## src/pkg/pst_pkg.sv

```systemverilog
// constants, field positions and carrier types of the peripheral status and timer register bank
package pst_pkg;

   // register indices on the plain register port
   localparam logic [3:0] PST_IDX_CONV_UPPER  = 4'h0;
   localparam logic [3:0] PST_IDX_CONV_NIBBLE = 4'h1;
   localparam logic [3:0] PST_IDX_CONV_LOW    = 4'h2;
   localparam logic [3:0] PST_IDX_EVT_STATUS  = 4'h3;
   localparam logic [3:0] PST_IDX_TMR_FLAGS   = 4'h4;
   localparam logic [3:0] PST_IDX_MAIN_PRESC  = 4'h5;
   localparam logic [3:0] PST_IDX_PORT5_DIR   = 4'h6;
   localparam logic [3:0] PST_IDX_PORT6_DIR   = 4'h7;
   localparam logic [3:0] PST_IDX_PORT7_DIR   = 4'h8;
   localparam logic [3:0] PST_IDX_TMR_A_CFG   = 4'h9;
   localparam logic [3:0] PST_IDX_TMR_BC_CFG  = 4'ha;
   localparam logic [3:0] PST_IDX_CARRIER_CFG = 4'hb;
   localparam logic [3:0] PST_IDX_SECOND_MASK = 4'hc;
   localparam logic [3:0] PST_IDX_FIRST_MASK  = 4'hd;
   localparam logic [3:0] PST_IDX_CONV_CTRL   = 4'he;

   // writable bit masks, reserved bits stay zero
   localparam logic [7:0] PST_WM_EVT_STATUS  = 8'h0b;
   localparam logic [7:0] PST_WM_MAIN_PRESC  = 8'h0f;
   localparam logic [7:0] PST_WM_PORT5_DIR   = 8'h2f;
   localparam logic [7:0] PST_WM_PORT6_DIR   = 8'h80;
   localparam logic [7:0] PST_WM_PORT7_DIR   = 8'hff;
   localparam logic [7:0] PST_WM_TMR_A_CFG   = 8'h04;
   localparam logic [7:0] PST_WM_TMR_BC_CFG  = 8'hc4;
   localparam logic [7:0] PST_WM_CARRIER_CFG = 8'hff;
   localparam logic [7:0] PST_WM_SECOND_MASK = 8'had;
   localparam logic [7:0] PST_WM_FIRST_MASK  = 8'hfb;
   localparam logic [7:0] PST_WM_TMR_FLAGS   = 8'hfb;

   // reset values
   localparam logic [7:0] PST_RST_ZERO = 8'h00;
   localparam logic [7:0] PST_RST_DIR  = 8'hff;
   localparam logic [7:0] PST_RST_PRE  = 8'h00;

   // field positions
   localparam int PST_B_SUPPLY_OK   = 7;
   localparam int PST_B_LOW_SUPPLY  = 6;
   localparam int PST_B_CONV_DONE   = 5;
   localparam int PST_B_CONV_WAKE   = 3;
   localparam int PST_B_PORT_WAKE   = 1;
   localparam int PST_B_LOW_WAKE    = 0;
   localparam int PST_B_GLOBAL_EN   = 6;
   localparam int PST_B_MAIN_PS_EN  = 3;
   localparam int PST_B_TMR_A_EN    = 2;
   localparam int PST_B_TMR_B_WIDE  = 7;
   localparam int PST_B_TMR_B_EN    = 6;
   localparam int PST_B_TMR_C_EN    = 2;
   localparam int PST_B_C_SCALE_EN  = 7;
   localparam int PST_B_MODULATOR   = 3;
   localparam int PST_B_CARRIER_HF  = 2;
   localparam int PST_B_CONV_RUN    = 4;
   localparam int PST_B_P6_IR_PIN   = 7;

   // hardware events from the timers, pulse-width timers and converter, one-cycle pulses
   typedef struct packed {
      logic low_pulse_underflow;
      logic high_pulse_underflow;
      logic timer_c_overflow;
      logic timer_b_overflow;
      logic timer_a_overflow;
      logic main_timer_overflow;
      logic conv_done;
   } pst_evt_type;

   // timer steering towards the counters
   typedef struct packed {
      logic timer_a_en;
      logic timer_b_en;
      logic timer_b_wide_en;
      logic timer_c_en;
      logic timer_c_up_mode;
      logic main_tick;
      logic timer_c_tick;
   } pst_tmr_type;

   // interrupt controller strobes from the core
   typedef struct packed {
      logic irq_on_instr;
      logic irq_off_instr;
      logic irq_return_instr;
      logic irq_taken;
   } pst_irq_cmd_type;

endpackage

```

## src/pst_regs.sv

```systemverilog
// peripheral status, wake-up and timer configuration register bank
// Behaviour
// - conversion end loads result, drops running bit, sets done flag together
// - result read as bits 11..4, zero-padded 11..8, and 7..0
// - low-supply and conversion-done flags cleared by write, never set
// - status and wake register reads ANDed with second interrupt mask
// - bit 7 read-only, zero while supply is below the selected level
// - conversion-done and low-supply flags stay set until software clears
// - wake enables for conversion, port 5 change, low supply
// - timer and port-change flags clearable by write, never set by write
// - timer flag register reads ANDed with first interrupt mask
// - overflow of timers c, b, a and main sets their sticky flags
// - any port 5 input change sets sticky port-change flag
// - pulse-width timer underflows set bits 7 and 6, software clears
// - global enable read-only: set by enable/return, cleared by disable/take
// - main prescaler: off gives 1:1, else 1:2 doubling to 1:256
// - main timer overflow period is ratio times remaining counts
// - direction bit 0 drives the pin, 1 leaves it high impedance
// - timer a configuration bit 2 enables timer a, only bit kept
// - timer b wide bit selects 16-bit, default 8-bit
// - bit 6 enables timer b, bit 2 enables timer c
// - timer c scale: off gives 1:1, else 1:2 doubling to 1:256
// - modulator plus high-frequency mode takes scale from carrier low segments
// - modulator off holds infrared pin high; on, port 6.7 is infrared out
// - software sets conversion-running; only completion clears it
// - interrupt request needs individual mask bit and global enable
`timescale 1ns/100ps
`default_nettype none

module pst_regs
   import pst_pkg::*;
(
   input  wire logic            i_clk,            // 20 mhz system clock
   input  wire logic            i_sys_rst,        // async reset, active high
   input  wire logic [3:0]      i_addr,           // register index
   input  wire logic [7:0]      i_wdata,          // write data
   input  wire logic            i_wr,             // write strobe
   input  wire logic            i_rd,             // read strobe
   output logic      [7:0]      o_rdata,          // read data, cycle after strobe
   input  wire pst_evt_type     i_evt,            // peripheral event pulses
   input  wire logic [11:0]     i_conv_result,    // converter result, valid with done
   input  wire pst_irq_cmd_type i_irq_cmd,        // core interrupt strobes
   input  wire logic            i_supply_low,     // detector level, asynchronous
   input  wire logic [7:0]      i_port5_pins,     // port 5 pin levels, asynchronous
   input  wire logic            i_carrier_low_tick, // tick from carrier low segments
   input  wire logic            i_modulated_wave, // modulator datapath level
   output pst_tmr_type          o_tmr,            // timer steering
   output logic                 o_conv_start,     // one-cycle start pulse
   output logic                 o_irq_req,        // masked, globally enabled request
   output logic                 o_wake,           // wake-up request
   output logic [7:0]           o_port5_oe,       // port 5 output enables
   output logic [7:0]           o_port6_oe,       // port 6 output enables
   output logic [7:0]           o_port7_oe,       // port 7 output enables
   output logic                 o_infrared_out_pin, // infrared output level
   output logic                 o_infrared_pin_sel  // port 6.7 used as infrared out
);

   // terminal count of a power-of-two divider, zero means every cycle
   function automatic logic [7:0] ratio_term(input logic en, input logic [2:0] sel);
      logic [8:0] full;
      full = 9'h002 << sel;
      ratio_term = en ? 8'(full - 9'h001) : 8'h00;
   endfunction

   // masked write keeping reserved bits at zero
   function automatic logic [7:0] wr_merge(input logic [7:0] old_v, input logic [7:0] new_v,
                                           input logic [7:0] wm);
      wr_merge = (old_v & ~wm) | (new_v & wm);
   endfunction

   logic [11:0] conv_result_q;
   logic        conv_running_q;
   logic        conv_done_flag_q;
   logic        low_supply_flag_q;
   logic [7:0]  wake_cfg_q;
   logic [7:0]  tmr_flags_q;
   logic [7:0]  main_presc_q;
   logic        global_en_q;
   logic [7:0]  port5_dir_q;
   logic [7:0]  port6_dir_q;
   logic [7:0]  port7_dir_q;
   logic [7:0]  tmr_a_cfg_q;
   logic [7:0]  tmr_bc_cfg_q;
   logic [7:0]  carrier_cfg_q;
   logic [7:0]  second_mask_q;
   logic [7:0]  first_mask_q;
   logic [7:0]  rdata_q;
   logic [7:0]  rdata_d;
   logic [7:0]  main_cnt_q;
   logic [7:0]  c_cnt_q;
   logic [2:0]  supply_sync_q;
   logic        supply_low_q;
   logic [7:0]  p5_s1_q;
   logic [7:0]  p5_s2_q;
   logic [7:0]  p5_s3_q;
   logic [7:0]  p5_stable_q;
   logic [3:0]  p5_init_q;
   logic [7:0]  p5_next;
   logic        port_changed;
   logic        supply_fell;
   logic [7:0]  evt_status_raw;
   logic [7:0]  tmr_set;
   logic [7:0]  main_term;
   logic [7:0]  c_term;
   logic        c_up_mode;
   logic        wr_evt;
   logic        wr_tmr;
   logic        main_tick;
   logic        c_tick;

   assign wr_evt = i_wr && (i_addr == PST_IDX_EVT_STATUS);
   assign wr_tmr = i_wr && (i_addr == PST_IDX_TMR_FLAGS);

   // three-stage synchroniser for the supply detector; the first stage feeds only the second
   always_ff @(posedge i_clk or posedge i_sys_rst) begin
      if (i_sys_rst) begin
         supply_sync_q <= 3'h0;
         supply_low_q  <= 1'b0;
      end else begin
         supply_sync_q <= {supply_sync_q[1:0], i_supply_low};
         if (supply_sync_q[1] == supply_sync_q[2]) begin
            supply_low_q <= supply_sync_q[2];
         end
      end
   end

   assign supply_fell = (supply_sync_q[1] == supply_sync_q[2]) && supply_sync_q[2]
                        && !supply_low_q;

   // port 5 synchroniser; a bit changes once its second and third stages agree
   always_ff @(posedge i_clk or posedge i_sys_rst) begin
      if (i_sys_rst) begin
         p5_s1_q     <= 8'h00;
         p5_s2_q     <= 8'h00;
         p5_s3_q     <= 8'h00;
         p5_stable_q <= 8'h00;
         p5_init_q   <= 4'h0;
      end else begin
         p5_s1_q     <= i_port5_pins;
         p5_s2_q     <= p5_s1_q;
         p5_s3_q     <= p5_s2_q;
         p5_stable_q <= p5_next;
         p5_init_q   <= {p5_init_q[2:0], 1'b1};
      end
   end

   // the stable copy takes agreed bits; four cycles after reset only prime it,
   // since the pins may sit at any level and must not look like a change
   assign p5_next      = (p5_stable_q & ~(p5_s2_q ~^ p5_s3_q)) | (p5_s3_q & (p5_s2_q ~^ p5_s3_q));
   assign port_changed = p5_init_q[3] && (p5_next != p5_stable_q);

   // converter result is captured only on completion
   always_ff @(posedge i_clk or posedge i_sys_rst) begin
      if (i_sys_rst) begin
         conv_result_q <= 12'h000;
      end else if (i_evt.conv_done) begin
         conv_result_q <= i_conv_result;
      end
   end

   // running bit: software may only set it, completion drops it
   always_ff @(posedge i_clk or posedge i_sys_rst) begin
      if (i_sys_rst) begin
         conv_running_q <= 1'b0;
      end else if (i_wr && (i_addr == PST_IDX_CONV_CTRL) && i_wdata[PST_B_CONV_RUN]) begin
         conv_running_q <= 1'b1;
      end else if (i_evt.conv_done) begin
         conv_running_q <= 1'b0;
      end
   end

   assign o_conv_start = i_wr && (i_addr == PST_IDX_CONV_CTRL)
                         && i_wdata[PST_B_CONV_RUN] && !conv_running_q;

   // conversion-done and low-supply flags: hardware set beats a clearing write
   always_ff @(posedge i_clk or posedge i_sys_rst) begin
      if (i_sys_rst) begin
         conv_done_flag_q  <= 1'b0;
         low_supply_flag_q <= 1'b0;
      end else begin
         if (i_evt.conv_done) begin
            conv_done_flag_q <= 1'b1;
         end else if (wr_evt && !i_wdata[PST_B_CONV_DONE]) begin
            conv_done_flag_q <= 1'b0;
         end
         if (supply_fell) begin
            low_supply_flag_q <= 1'b1;
         end else if (wr_evt && !i_wdata[PST_B_LOW_SUPPLY]) begin
            low_supply_flag_q <= 1'b0;
         end
      end
   end

   // wake enables, the only plain read/write bits of the status register
   always_ff @(posedge i_clk or posedge i_sys_rst) begin
      if (i_sys_rst) begin
         wake_cfg_q <= PST_RST_ZERO;
      end else if (wr_evt) begin
         wake_cfg_q <= wr_merge(wake_cfg_q, i_wdata, PST_WM_EVT_STATUS);
      end
   end

   // timer and port-change event sets, in flag register bit order
   assign tmr_set = {i_evt.low_pulse_underflow, i_evt.high_pulse_underflow,
                     i_evt.timer_c_overflow, i_evt.timer_b_overflow,
                     i_evt.timer_a_overflow, 1'b0, port_changed,
                     i_evt.main_timer_overflow};

   // writing 0 clears, writing 1 keeps, a set in the same cycle wins
   always_ff @(posedge i_clk or posedge i_sys_rst) begin
      if (i_sys_rst) begin
         tmr_flags_q <= PST_RST_ZERO;
      end else if (wr_tmr) begin
         tmr_flags_q <= ((tmr_flags_q & i_wdata) | tmr_set) & PST_WM_TMR_FLAGS;
      end else begin
         tmr_flags_q <= (tmr_flags_q | tmr_set) & PST_WM_TMR_FLAGS;
      end
   end

   // global enable follows the core; disabling wins over a same-cycle enable
   always_ff @(posedge i_clk or posedge i_sys_rst) begin
      if (i_sys_rst) begin
         global_en_q <= 1'b0;
      end else if (i_irq_cmd.irq_off_instr || i_irq_cmd.irq_taken) begin
         global_en_q <= 1'b0;
      end else if (i_irq_cmd.irq_on_instr || i_irq_cmd.irq_return_instr) begin
         global_en_q <= 1'b1;
      end
   end

   // plain configuration registers, reserved bits forced to zero
   always_ff @(posedge i_clk or posedge i_sys_rst) begin
      if (i_sys_rst) begin
         main_presc_q  <= PST_RST_PRE;
         port5_dir_q   <= PST_RST_DIR & PST_WM_PORT5_DIR;
         port6_dir_q   <= PST_RST_DIR & PST_WM_PORT6_DIR;
         port7_dir_q   <= PST_RST_DIR & PST_WM_PORT7_DIR;
         tmr_a_cfg_q   <= PST_RST_ZERO;
         tmr_bc_cfg_q  <= PST_RST_ZERO;
         carrier_cfg_q <= PST_RST_ZERO;
         second_mask_q <= PST_RST_ZERO;
         first_mask_q  <= PST_RST_ZERO;
      end else if (i_wr) begin
         unique case (i_addr)
            PST_IDX_MAIN_PRESC: begin
               main_presc_q <= wr_merge(main_presc_q, i_wdata, PST_WM_MAIN_PRESC);
            end
            PST_IDX_PORT5_DIR: begin
               port5_dir_q <= wr_merge(port5_dir_q, i_wdata, PST_WM_PORT5_DIR);
            end
            PST_IDX_PORT6_DIR: begin
               port6_dir_q <= wr_merge(port6_dir_q, i_wdata, PST_WM_PORT6_DIR);
            end
            PST_IDX_PORT7_DIR: begin
               port7_dir_q <= wr_merge(port7_dir_q, i_wdata, PST_WM_PORT7_DIR);
            end
            PST_IDX_TMR_A_CFG: begin
               tmr_a_cfg_q <= wr_merge(tmr_a_cfg_q, i_wdata, PST_WM_TMR_A_CFG);
            end
            PST_IDX_TMR_BC_CFG: begin
               tmr_bc_cfg_q <= wr_merge(tmr_bc_cfg_q, i_wdata, PST_WM_TMR_BC_CFG);
            end
            PST_IDX_CARRIER_CFG: begin
               carrier_cfg_q <= wr_merge(carrier_cfg_q, i_wdata, PST_WM_CARRIER_CFG);
            end
            PST_IDX_SECOND_MASK: begin
               second_mask_q <= wr_merge(second_mask_q, i_wdata, PST_WM_SECOND_MASK);
            end
            PST_IDX_FIRST_MASK: begin
               first_mask_q <= wr_merge(first_mask_q, i_wdata, PST_WM_FIRST_MASK);
            end
            default: begin
               // read-only, flag and unmapped indices handled elsewhere or ignored
            end
         endcase
      end
   end

   // raw status byte before masking; bit 7 high when the supply is fine
   assign evt_status_raw = {!supply_low_q, low_supply_flag_q, conv_done_flag_q, 1'b0,
                            wake_cfg_q[PST_B_CONV_WAKE], 1'b0,
                            wake_cfg_q[PST_B_PORT_WAKE], wake_cfg_q[PST_B_LOW_WAKE]};

   // read mux; unmapped indices answer zero
   always_comb begin
      rdata_d = 8'h00;
      unique case (i_addr)
         PST_IDX_CONV_UPPER:  rdata_d = conv_result_q[11:4];
         PST_IDX_CONV_NIBBLE: rdata_d = {4'h0, conv_result_q[11:8]};
         PST_IDX_CONV_LOW:    rdata_d = conv_result_q[7:0];
         PST_IDX_EVT_STATUS:  rdata_d = evt_status_raw & second_mask_q;
         PST_IDX_TMR_FLAGS:   rdata_d = tmr_flags_q & first_mask_q;
         PST_IDX_MAIN_PRESC: begin
            rdata_d = main_presc_q;
            rdata_d[PST_B_GLOBAL_EN] = global_en_q;
         end
         PST_IDX_PORT5_DIR:   rdata_d = port5_dir_q;
         PST_IDX_PORT6_DIR:   rdata_d = port6_dir_q;
         PST_IDX_PORT7_DIR:   rdata_d = port7_dir_q;
         PST_IDX_TMR_A_CFG:   rdata_d = tmr_a_cfg_q;
         PST_IDX_TMR_BC_CFG:  rdata_d = tmr_bc_cfg_q;
         PST_IDX_CARRIER_CFG: rdata_d = carrier_cfg_q;
         PST_IDX_SECOND_MASK: rdata_d = second_mask_q;
         PST_IDX_FIRST_MASK:  rdata_d = first_mask_q;
         PST_IDX_CONV_CTRL: begin
            rdata_d = 8'h00;
            rdata_d[PST_B_CONV_RUN] = conv_running_q;
         end
         default:             rdata_d = 8'h00;
      endcase
   end

   // read data stand for exactly the cycle after the strobe, zero otherwise
   always_ff @(posedge i_clk or posedge i_sys_rst) begin
      if (i_sys_rst) begin
         rdata_q <= 8'h00;
      end else begin
         rdata_q <= i_rd ? rdata_d : 8'h00;
      end
   end

   assign o_rdata = rdata_q;

   // main timer prescaler; a tick per ratio cycles, so overflow takes ratio times remaining counts
   assign main_term = ratio_term(main_presc_q[PST_B_MAIN_PS_EN], main_presc_q[2:0]);
   assign main_tick = (main_cnt_q >= main_term);

   always_ff @(posedge i_clk or posedge i_sys_rst) begin
      if (i_sys_rst) begin
         main_cnt_q <= 8'h00;
      end else if (main_tick) begin
         main_cnt_q <= 8'h00;
      end else begin
         main_cnt_q <= main_cnt_q + 8'h01;
      end
   end

   // timer c scaler; in carrier mode the modulator supplies the ticks instead
   assign c_up_mode = !(carrier_cfg_q[PST_B_MODULATOR] && carrier_cfg_q[PST_B_CARRIER_HF]);
   assign c_term    = ratio_term(carrier_cfg_q[PST_B_C_SCALE_EN], carrier_cfg_q[6:4]);
   assign c_tick    = c_up_mode ? (c_cnt_q >= c_term) : i_carrier_low_tick;

   always_ff @(posedge i_clk or posedge i_sys_rst) begin
      if (i_sys_rst) begin
         c_cnt_q <= 8'h00;
      end else if (!c_up_mode || (c_cnt_q >= c_term)) begin
         c_cnt_q <= 8'h00;
      end else begin
         c_cnt_q <= c_cnt_q + 8'h01;
      end
   end

   // timer steering; the wide bit only matters while timer b runs
   assign o_tmr.timer_a_en      = tmr_a_cfg_q[PST_B_TMR_A_EN];
   assign o_tmr.timer_b_en      = tmr_bc_cfg_q[PST_B_TMR_B_EN];
   assign o_tmr.timer_b_wide_en = tmr_bc_cfg_q[PST_B_TMR_B_WIDE];
   assign o_tmr.timer_c_en      = tmr_bc_cfg_q[PST_B_TMR_C_EN];
   assign o_tmr.timer_c_up_mode = c_up_mode;
   assign o_tmr.main_tick       = main_tick;
   assign o_tmr.timer_c_tick    = c_tick;

   // interrupt request: flag and its mask bit, then the global enable
   assign o_irq_req = global_en_q && (|(tmr_flags_q & first_mask_q)
                      || (conv_done_flag_q && second_mask_q[PST_B_CONV_DONE]));

   // wake sources each need their enable bit
   assign o_wake = (conv_done_flag_q && wake_cfg_q[PST_B_CONV_WAKE])
                || (tmr_flags_q[PST_B_PORT_WAKE] && wake_cfg_q[PST_B_PORT_WAKE])
                || (low_supply_flag_q && wake_cfg_q[PST_B_LOW_WAKE]);

   // pins drive while their direction bit is zero; the infrared pin drives when modulating
   assign o_port5_oe = ~port5_dir_q & PST_WM_PORT5_DIR;
   assign o_port7_oe = ~port7_dir_q & PST_WM_PORT7_DIR;
   always_comb begin
      o_port6_oe = ~port6_dir_q & PST_WM_PORT6_DIR;
      o_port6_oe[PST_B_P6_IR_PIN] = o_port6_oe[PST_B_P6_IR_PIN]
                                    || carrier_cfg_q[PST_B_MODULATOR];
   end

   // modulator off pins the infrared level high
   assign o_infrared_out_pin = carrier_cfg_q[PST_B_MODULATOR] ? i_modulated_wave : 1'b1;
   assign o_infrared_pin_sel = carrier_cfg_q[PST_B_MODULATOR];

endmodule

`default_nettype wire

```

## config.mk

```make
export PLATFORM = sky130hd
export DESIGN_NAME = pst_regs
export DESIGN_NICKNAME = d
export VERILOG_FILES = /design/src/pkg/pst_pkg.sv /design/src/pst_regs.sv
export SDC_FILE = /design/constraint.sdc
export NUM_CORES = 1
export LEC_CHECK = 0
export ABC_AREA = 1
export ABC_CLOCK_PERIOD_IN_PS = 12400
export BUFFER_PORTS_ARGS = -buffer_cell sky130_fd_sc_hd__buf_2
export CAP_MARGIN = 20
export CORE_MARGIN = 8
export CORE_UTILIZATION = 60
export CTS_CLUSTER_DIAMETER = 200
export DETAILED_ROUTE_END_ITERATION = 12
export GPL_ROUTABILITY_DRIVEN = 1
export PLACE_DENSITY = 0.82
export RECOVER_POWER = 100
export SYNTH_ARGS = -nofsm -noshare
export SYNTH_HDL_FRONTEND = slang
export SYNTH_SLANG_ARGS = --single-unit
export TNS_END_PERCENT = 20
```

## constraint.sdc

```tcl
create_clock -name i_clk -period 12.4 [get_ports i_clk]
set_input_delay 1.24 -clock i_clk [delete_from_list [all_inputs] [get_ports i_clk]]
set_output_delay 1.24 -clock i_clk [all_outputs]
set_load 0.03 [all_outputs]
```

==> flow_summary.toml <==
[setup_path]
ff2ff_path_depth = 13
worst-endpoint-arrival_ns = 5.47
worstSetupStartpoint = "i_sys_rst"
cp_top_family = "buffers and inverters"
critical_path.reg2reg.startpoint = "carrier_cfg_q[6]$_DFFE_PP0P_"
timing.reg2reg.setup_slack_ns = 9.74
crit_fanout = 70
path_buf_inv = 3
critPathCaptureType = "async pin"
timing.critical_path.cells = "buf_2, clkinvlp_2, clkbuf_1"
timing.setup.critical_path_class = "in2async"
worst-path-stages = 3
worstPathRequired_ns = 12.31
critical-path-max-stage-delay_ns = 2.37
reg2reg_to = "c_cnt_q[3]$_DFF_PP0_"
critical_path.slowest_cell = "sky130_fd_sc_hd__clkbuf_1"
critical_path.startpoint_type = "input port"
timing.critical_path.to = "supply_low_q$_DFFE_PP0N_"

[synthesis]
area_fraction_in_compound_gates_after_synthesis_pct = 9.19
number_of_synthesized_flops_with_an_enable_pin = 0
ys_seq_elements = 132
ys_dominant_reg_cell = "sky130_fd_sc_hd__dfrtp_1"
synth-xor-area-share_pct = 1.69
synthCells = 742
synth-simple-area-share_pct = 24.0
unique_cell_type_count_in_the_yosys_netlist = 32
combinational_family_with_the_most_area_after_synthesis = "simple AND/OR/NAND/NOR gates"
seq_area_frac_synth_pct = 53.2
post_synth.cell_area_avg_um2 = 8.41
yosys_warnings = 0
post_synthesis_mux_area_share_pct = 0
async_set_reset_flop_share_out_of_synthesis_pct = 100
syn-cell-area_mm2 = 0.00624
adder_cell_fraction_of_synth_area_pct = 4.49

[grt]
maximum_number_of_pins_on_one_net_before_global_route_repair = 71
grt.total_usage_pct = 24.0
globalRoute.totalOverflow = 0
grt_most_used_layer = "met2"
grt_antenna_before_repair = 0
vias_in_the_first_global_route = 5430
groute.layer.met3.usage_pct = 6.43
grt_first_pass_wirelength_um = 26500
use_met1_pct = 28.5
groute.layer.met2.usage_pct = 40.8

[floorplanning]
die_height_um = 118
die_width_um = 118
num_io_pins = 94
core_area_mm2 = 0.0102
initial_core_util_pct = 61.0
design.die.area_mm2 = 0.0139
fp-row-count = 37

[finish]
fin_nets = 902
layout_utilization_pct = 70.4
area.growth.synth_to_final_pct = 15.4
antenna_cells_inserted = 0
final_cell_count_no_fill = 981
final_layout_size_suffix_gt1_share_pct = 10.5

[placement]
placement.io_buffers = 83
routability_congestion = 0.936
post_dp_hpwl_um = 12000
dpl.cell_count = 949

[detailed_routing]
drtPass1Iterations = 8
drt_first_iter_violations = 374
routed_vias = 5305
postRouteWirelength_um = 16000
drc_errors = 0
detail_route.vias_per_cell = 5.41
antenna_left = 0
wire_per_inst_um = 16.4

[timing]
final.setup.tns_ns = 0
max-slew-margin-rel_pct = -113
max_freq_mhz = 180
final_hold_viol_count = 0
hold_slack_ns = 0.344
worst-slew-pin-transition_ns = 3.20
layout_min_cycle_time_ns = 5.56
grt_setup_unrepaired = "false"
finClkSkew_ns = 0.00750
finalMaxSlewViolations = 135
fin_crit_sh_pct = 44.8
setup_violations = 0

[status]
failed_checks = "max-capacitance violations, max-slew violations"
outcome = "complete, but fails checks"

[power]
p_leak_nw = 3.66
power_per_cell_area_mw_per_mm2 = 177
ir_worst_vdd_v = 0.000126

[clocking]
cts_tree = "yes"
hold_buffers = 0
clk_root_buffer_cell = "sky130_fd_sc_hd__clkbuf_8"
cts_made_buffers = 17
max-clock-path-buffers = 2
cts.sink_count = 132
cts_resized = 0
cts_setup_buffers = 0
cts_htree_levels = 4
clk_pin_slew_worst_paths_ns = 0.06
clk-insertion-delay-late_ns = 0.52

[worst_hold_path]
hold_class = "reg2reg"

[job]
cap_violations = 2
-- metal layers --
metal  vias to the layer above  share of wire, %  wire, µm
met3                        33               6.9      1100
met5                         -                 0         0
met2                       202                50      8030
li1                       2537                 -         -
met4                         0               2.3       361
met1                      2533                41      6540
-- logic make-up after synthesis --
group                      count (synthesis)
AOI/OAI and AO/OA                        109
xor gates and xnor gates                  12
adders and majority gates                 23
buffers and inverters                    105
DFF                                      132
other                                      2
and+or+nand+nor                          359
-- power breakdown --
part	internal [mW]	switching, mW
Clock	0.301	0.170
Combinational	0.0766	0.184
Sequential	0.490	0.0515
-- cell usage after synthesis (3+ instances only) --
master | number | share of area [%]
sky130_fd_sc_hd__dfstp_2 | 14 | 5.9
sky130_fd_sc_hd__maj3_1 | 3 | 0.48
sky130_fd_sc_hd__xnor2_1 | 4 | 0.56
sky130_fd_sc_hd__nor3_1 | 6 | 0.48
sky130_fd_sc_hd__nand3_1 | 56 | 4.5
sky130_fd_sc_hd__o21ai_0 | 75 | 6.0
sky130_fd_sc_hd__clkbuf_1 | 4 | 0.24
sky130_fd_sc_hd__buf_4 | 14 | 1.7
sky130_fd_sc_hd__nor2_4 | 3 | 0.54
sky130_fd_sc_hd__dfrtp_1 | 118 | 47
sky130_fd_sc_hd__a21o_1 | 5 | 0.60
sky130_fd_sc_hd__a21oi_1 | 23 | 1.8
sky130_fd_sc_hd__xor2_1 | 8 | 1.1
sky130_fd_sc_hd__buf_2 | 4 | 0.32
sky130_fd_sc_hd__nor2_1 | 60 | 3.6
sky130_fd_sc_hd__nand4_1 | 10 | 1.0
sky130_fd_sc_hd__nand2_1 | 216 | 13
sky130_fd_sc_hd__nor2_2 | 3 | 0.30
sky130_fd_sc_hd__inv_1 | 81 | 4.9
sky130_fd_sc_hd__ha_1 | 20 | 4.0
-- flip-flops by register name, indices dropped and copies added (netlist names), 4 cells and up --
signal / flops
p5_s1_q: 8
p5_s2_q: 8
second_mask_q: 5
main_cnt_q: 8
main_presc_q: 4
tmr_flags_q: 7
p5_s3_q: 8
p5_init_q: 4
first_mask_q: 7
p5_stable_q: 8
c_cnt_q: 8
conv_result_q: 12
port5_dir_q: 5
carrier_cfg_q: 8
port7_dir_q: 8
o_rdata: 8
-- stage by stage --
step	power [mW]	area, µm²	setup WS, ns
global placement	0.796	6730	8.94
finish	1.27	7200	6.84
detailed placement	0.813	6730	8.76
CTS	1.29	7280	8.18
floorplan	0.736	6270	7.66
global route	1.34	7200	5.85
-- worst min-delay path by stage --
| stage | startpoint | end | slack (ns) | cells past startpoint |
|---|---|---|---|---|
| global route | p5_s1_q[2]$_DFF_PP0_ | p5_s2_q[2]$_DFF_PP0_ | 0.35 | 0 |
| global placement | p5_s1_q[2]$_DFF_PP0_ | p5_s2_q[2]$_DFF_PP0_ | 0.33 | 0 |
| CTS | p5_s1_q[5]$_DFF_PP0_ | p5_s2_q[5]$_DFF_PP0_ | 0.35 | 0 |
| detailed placement | p5_s1_q[6]$_DFF_PP0_ | p5_s2_q[6]$_DFF_PP0_ | 0.34 | 0 |
| finish | p5_s1_q[5]$_DFF_PP0_ | p5_s2_q[5]$_DFF_PP0_ | 0.34 | 0 |
| floorplan | p5_init_q[0]$_DFF_PP0_ | p5_init_q[1]$_DFF_PP0_ | 0.33 | 0 |
-- cell usage in the layout, fill, tap and decap left out, types with 2 or more instances in the layout --
master,netlist,layout
sky130_fd_sc_hd__xor2_1,8,8
sky130_fd_sc_hd__ha_1,20,20
sky130_fd_sc_hd__a21o_1,5,5
sky130_fd_sc_hd__dfstp_2,14,13
sky130_fd_sc_hd__o21bai_1,2,2
sky130_fd_sc_hd__clkbuf_1,4,44
sky130_fd_sc_hd__maj3_1,3,3
sky130_fd_sc_hd__nor2_1,60,65
sky130_fd_sc_hd__xnor2_1,4,4
sky130_fd_sc_hd__o21ai_0,75,75
sky130_fd_sc_hd__nor3_1,6,6
sky130_fd_sc_hd__dfrtp_1,118,118
sky130_fd_sc_hd__nand4_1,10,10
sky130_fd_sc_hd__buf_2,4,46
sky130_fd_sc_hd__nand3b_1,2,2
sky130_fd_sc_hd__conb_1,2,11
sky130_fd_sc_hd__clkbuf_8,0,4
sky130_fd_sc_hd__inv_1,81,80
sky130_fd_sc_hd__clkinv_2,0,4
sky130_fd_sc_hd__a21oi_1,23,23
sky130_fd_sc_hd__nand2_1,216,217
sky130_fd_sc_hd__clkbuf_16,0,16
sky130_fd_sc_hd__bufinv_16,0,2
sky130_fd_sc_hd__nand3_1,56,57
-- worst register-to-register path, stage by stage, from the launching register on --
cell,delay (ns)
sky130_fd_sc_hd__dfrtp_1,0.45
sky130_fd_sc_hd__inv_1,0.15
sky130_fd_sc_hd__nand2_1,0.12
sky130_fd_sc_hd__ha_1,0.20
sky130_fd_sc_hd__inv_1,0.07
sky130_fd_sc_hd__a21oi_1,0.12
sky130_fd_sc_hd__inv_1,0.07
sky130_fd_sc_hd__o21bai_1,0.12
sky130_fd_sc_hd__nand3_1,0.09
sky130_fd_sc_hd__ha_1,0.32
sky130_fd_sc_hd__a21o_1,0.19
sky130_fd_sc_hd__a21oi_1,0.18
sky130_fd_sc_hd__nand4_1,0.32
sky130_fd_sc_hd__nor2_1,0.19
-- area by class of cell --
cell class,count,area (µm²)
fillers,870,3030
clock inverters,6,80.1
flip-flops and latches,132,3320
clock buffers,26,478
repair buffers,84,373
inverters,83,313
well taps,136,170
multi-input cells,514,2460
(Power assumes the default switching activity.)
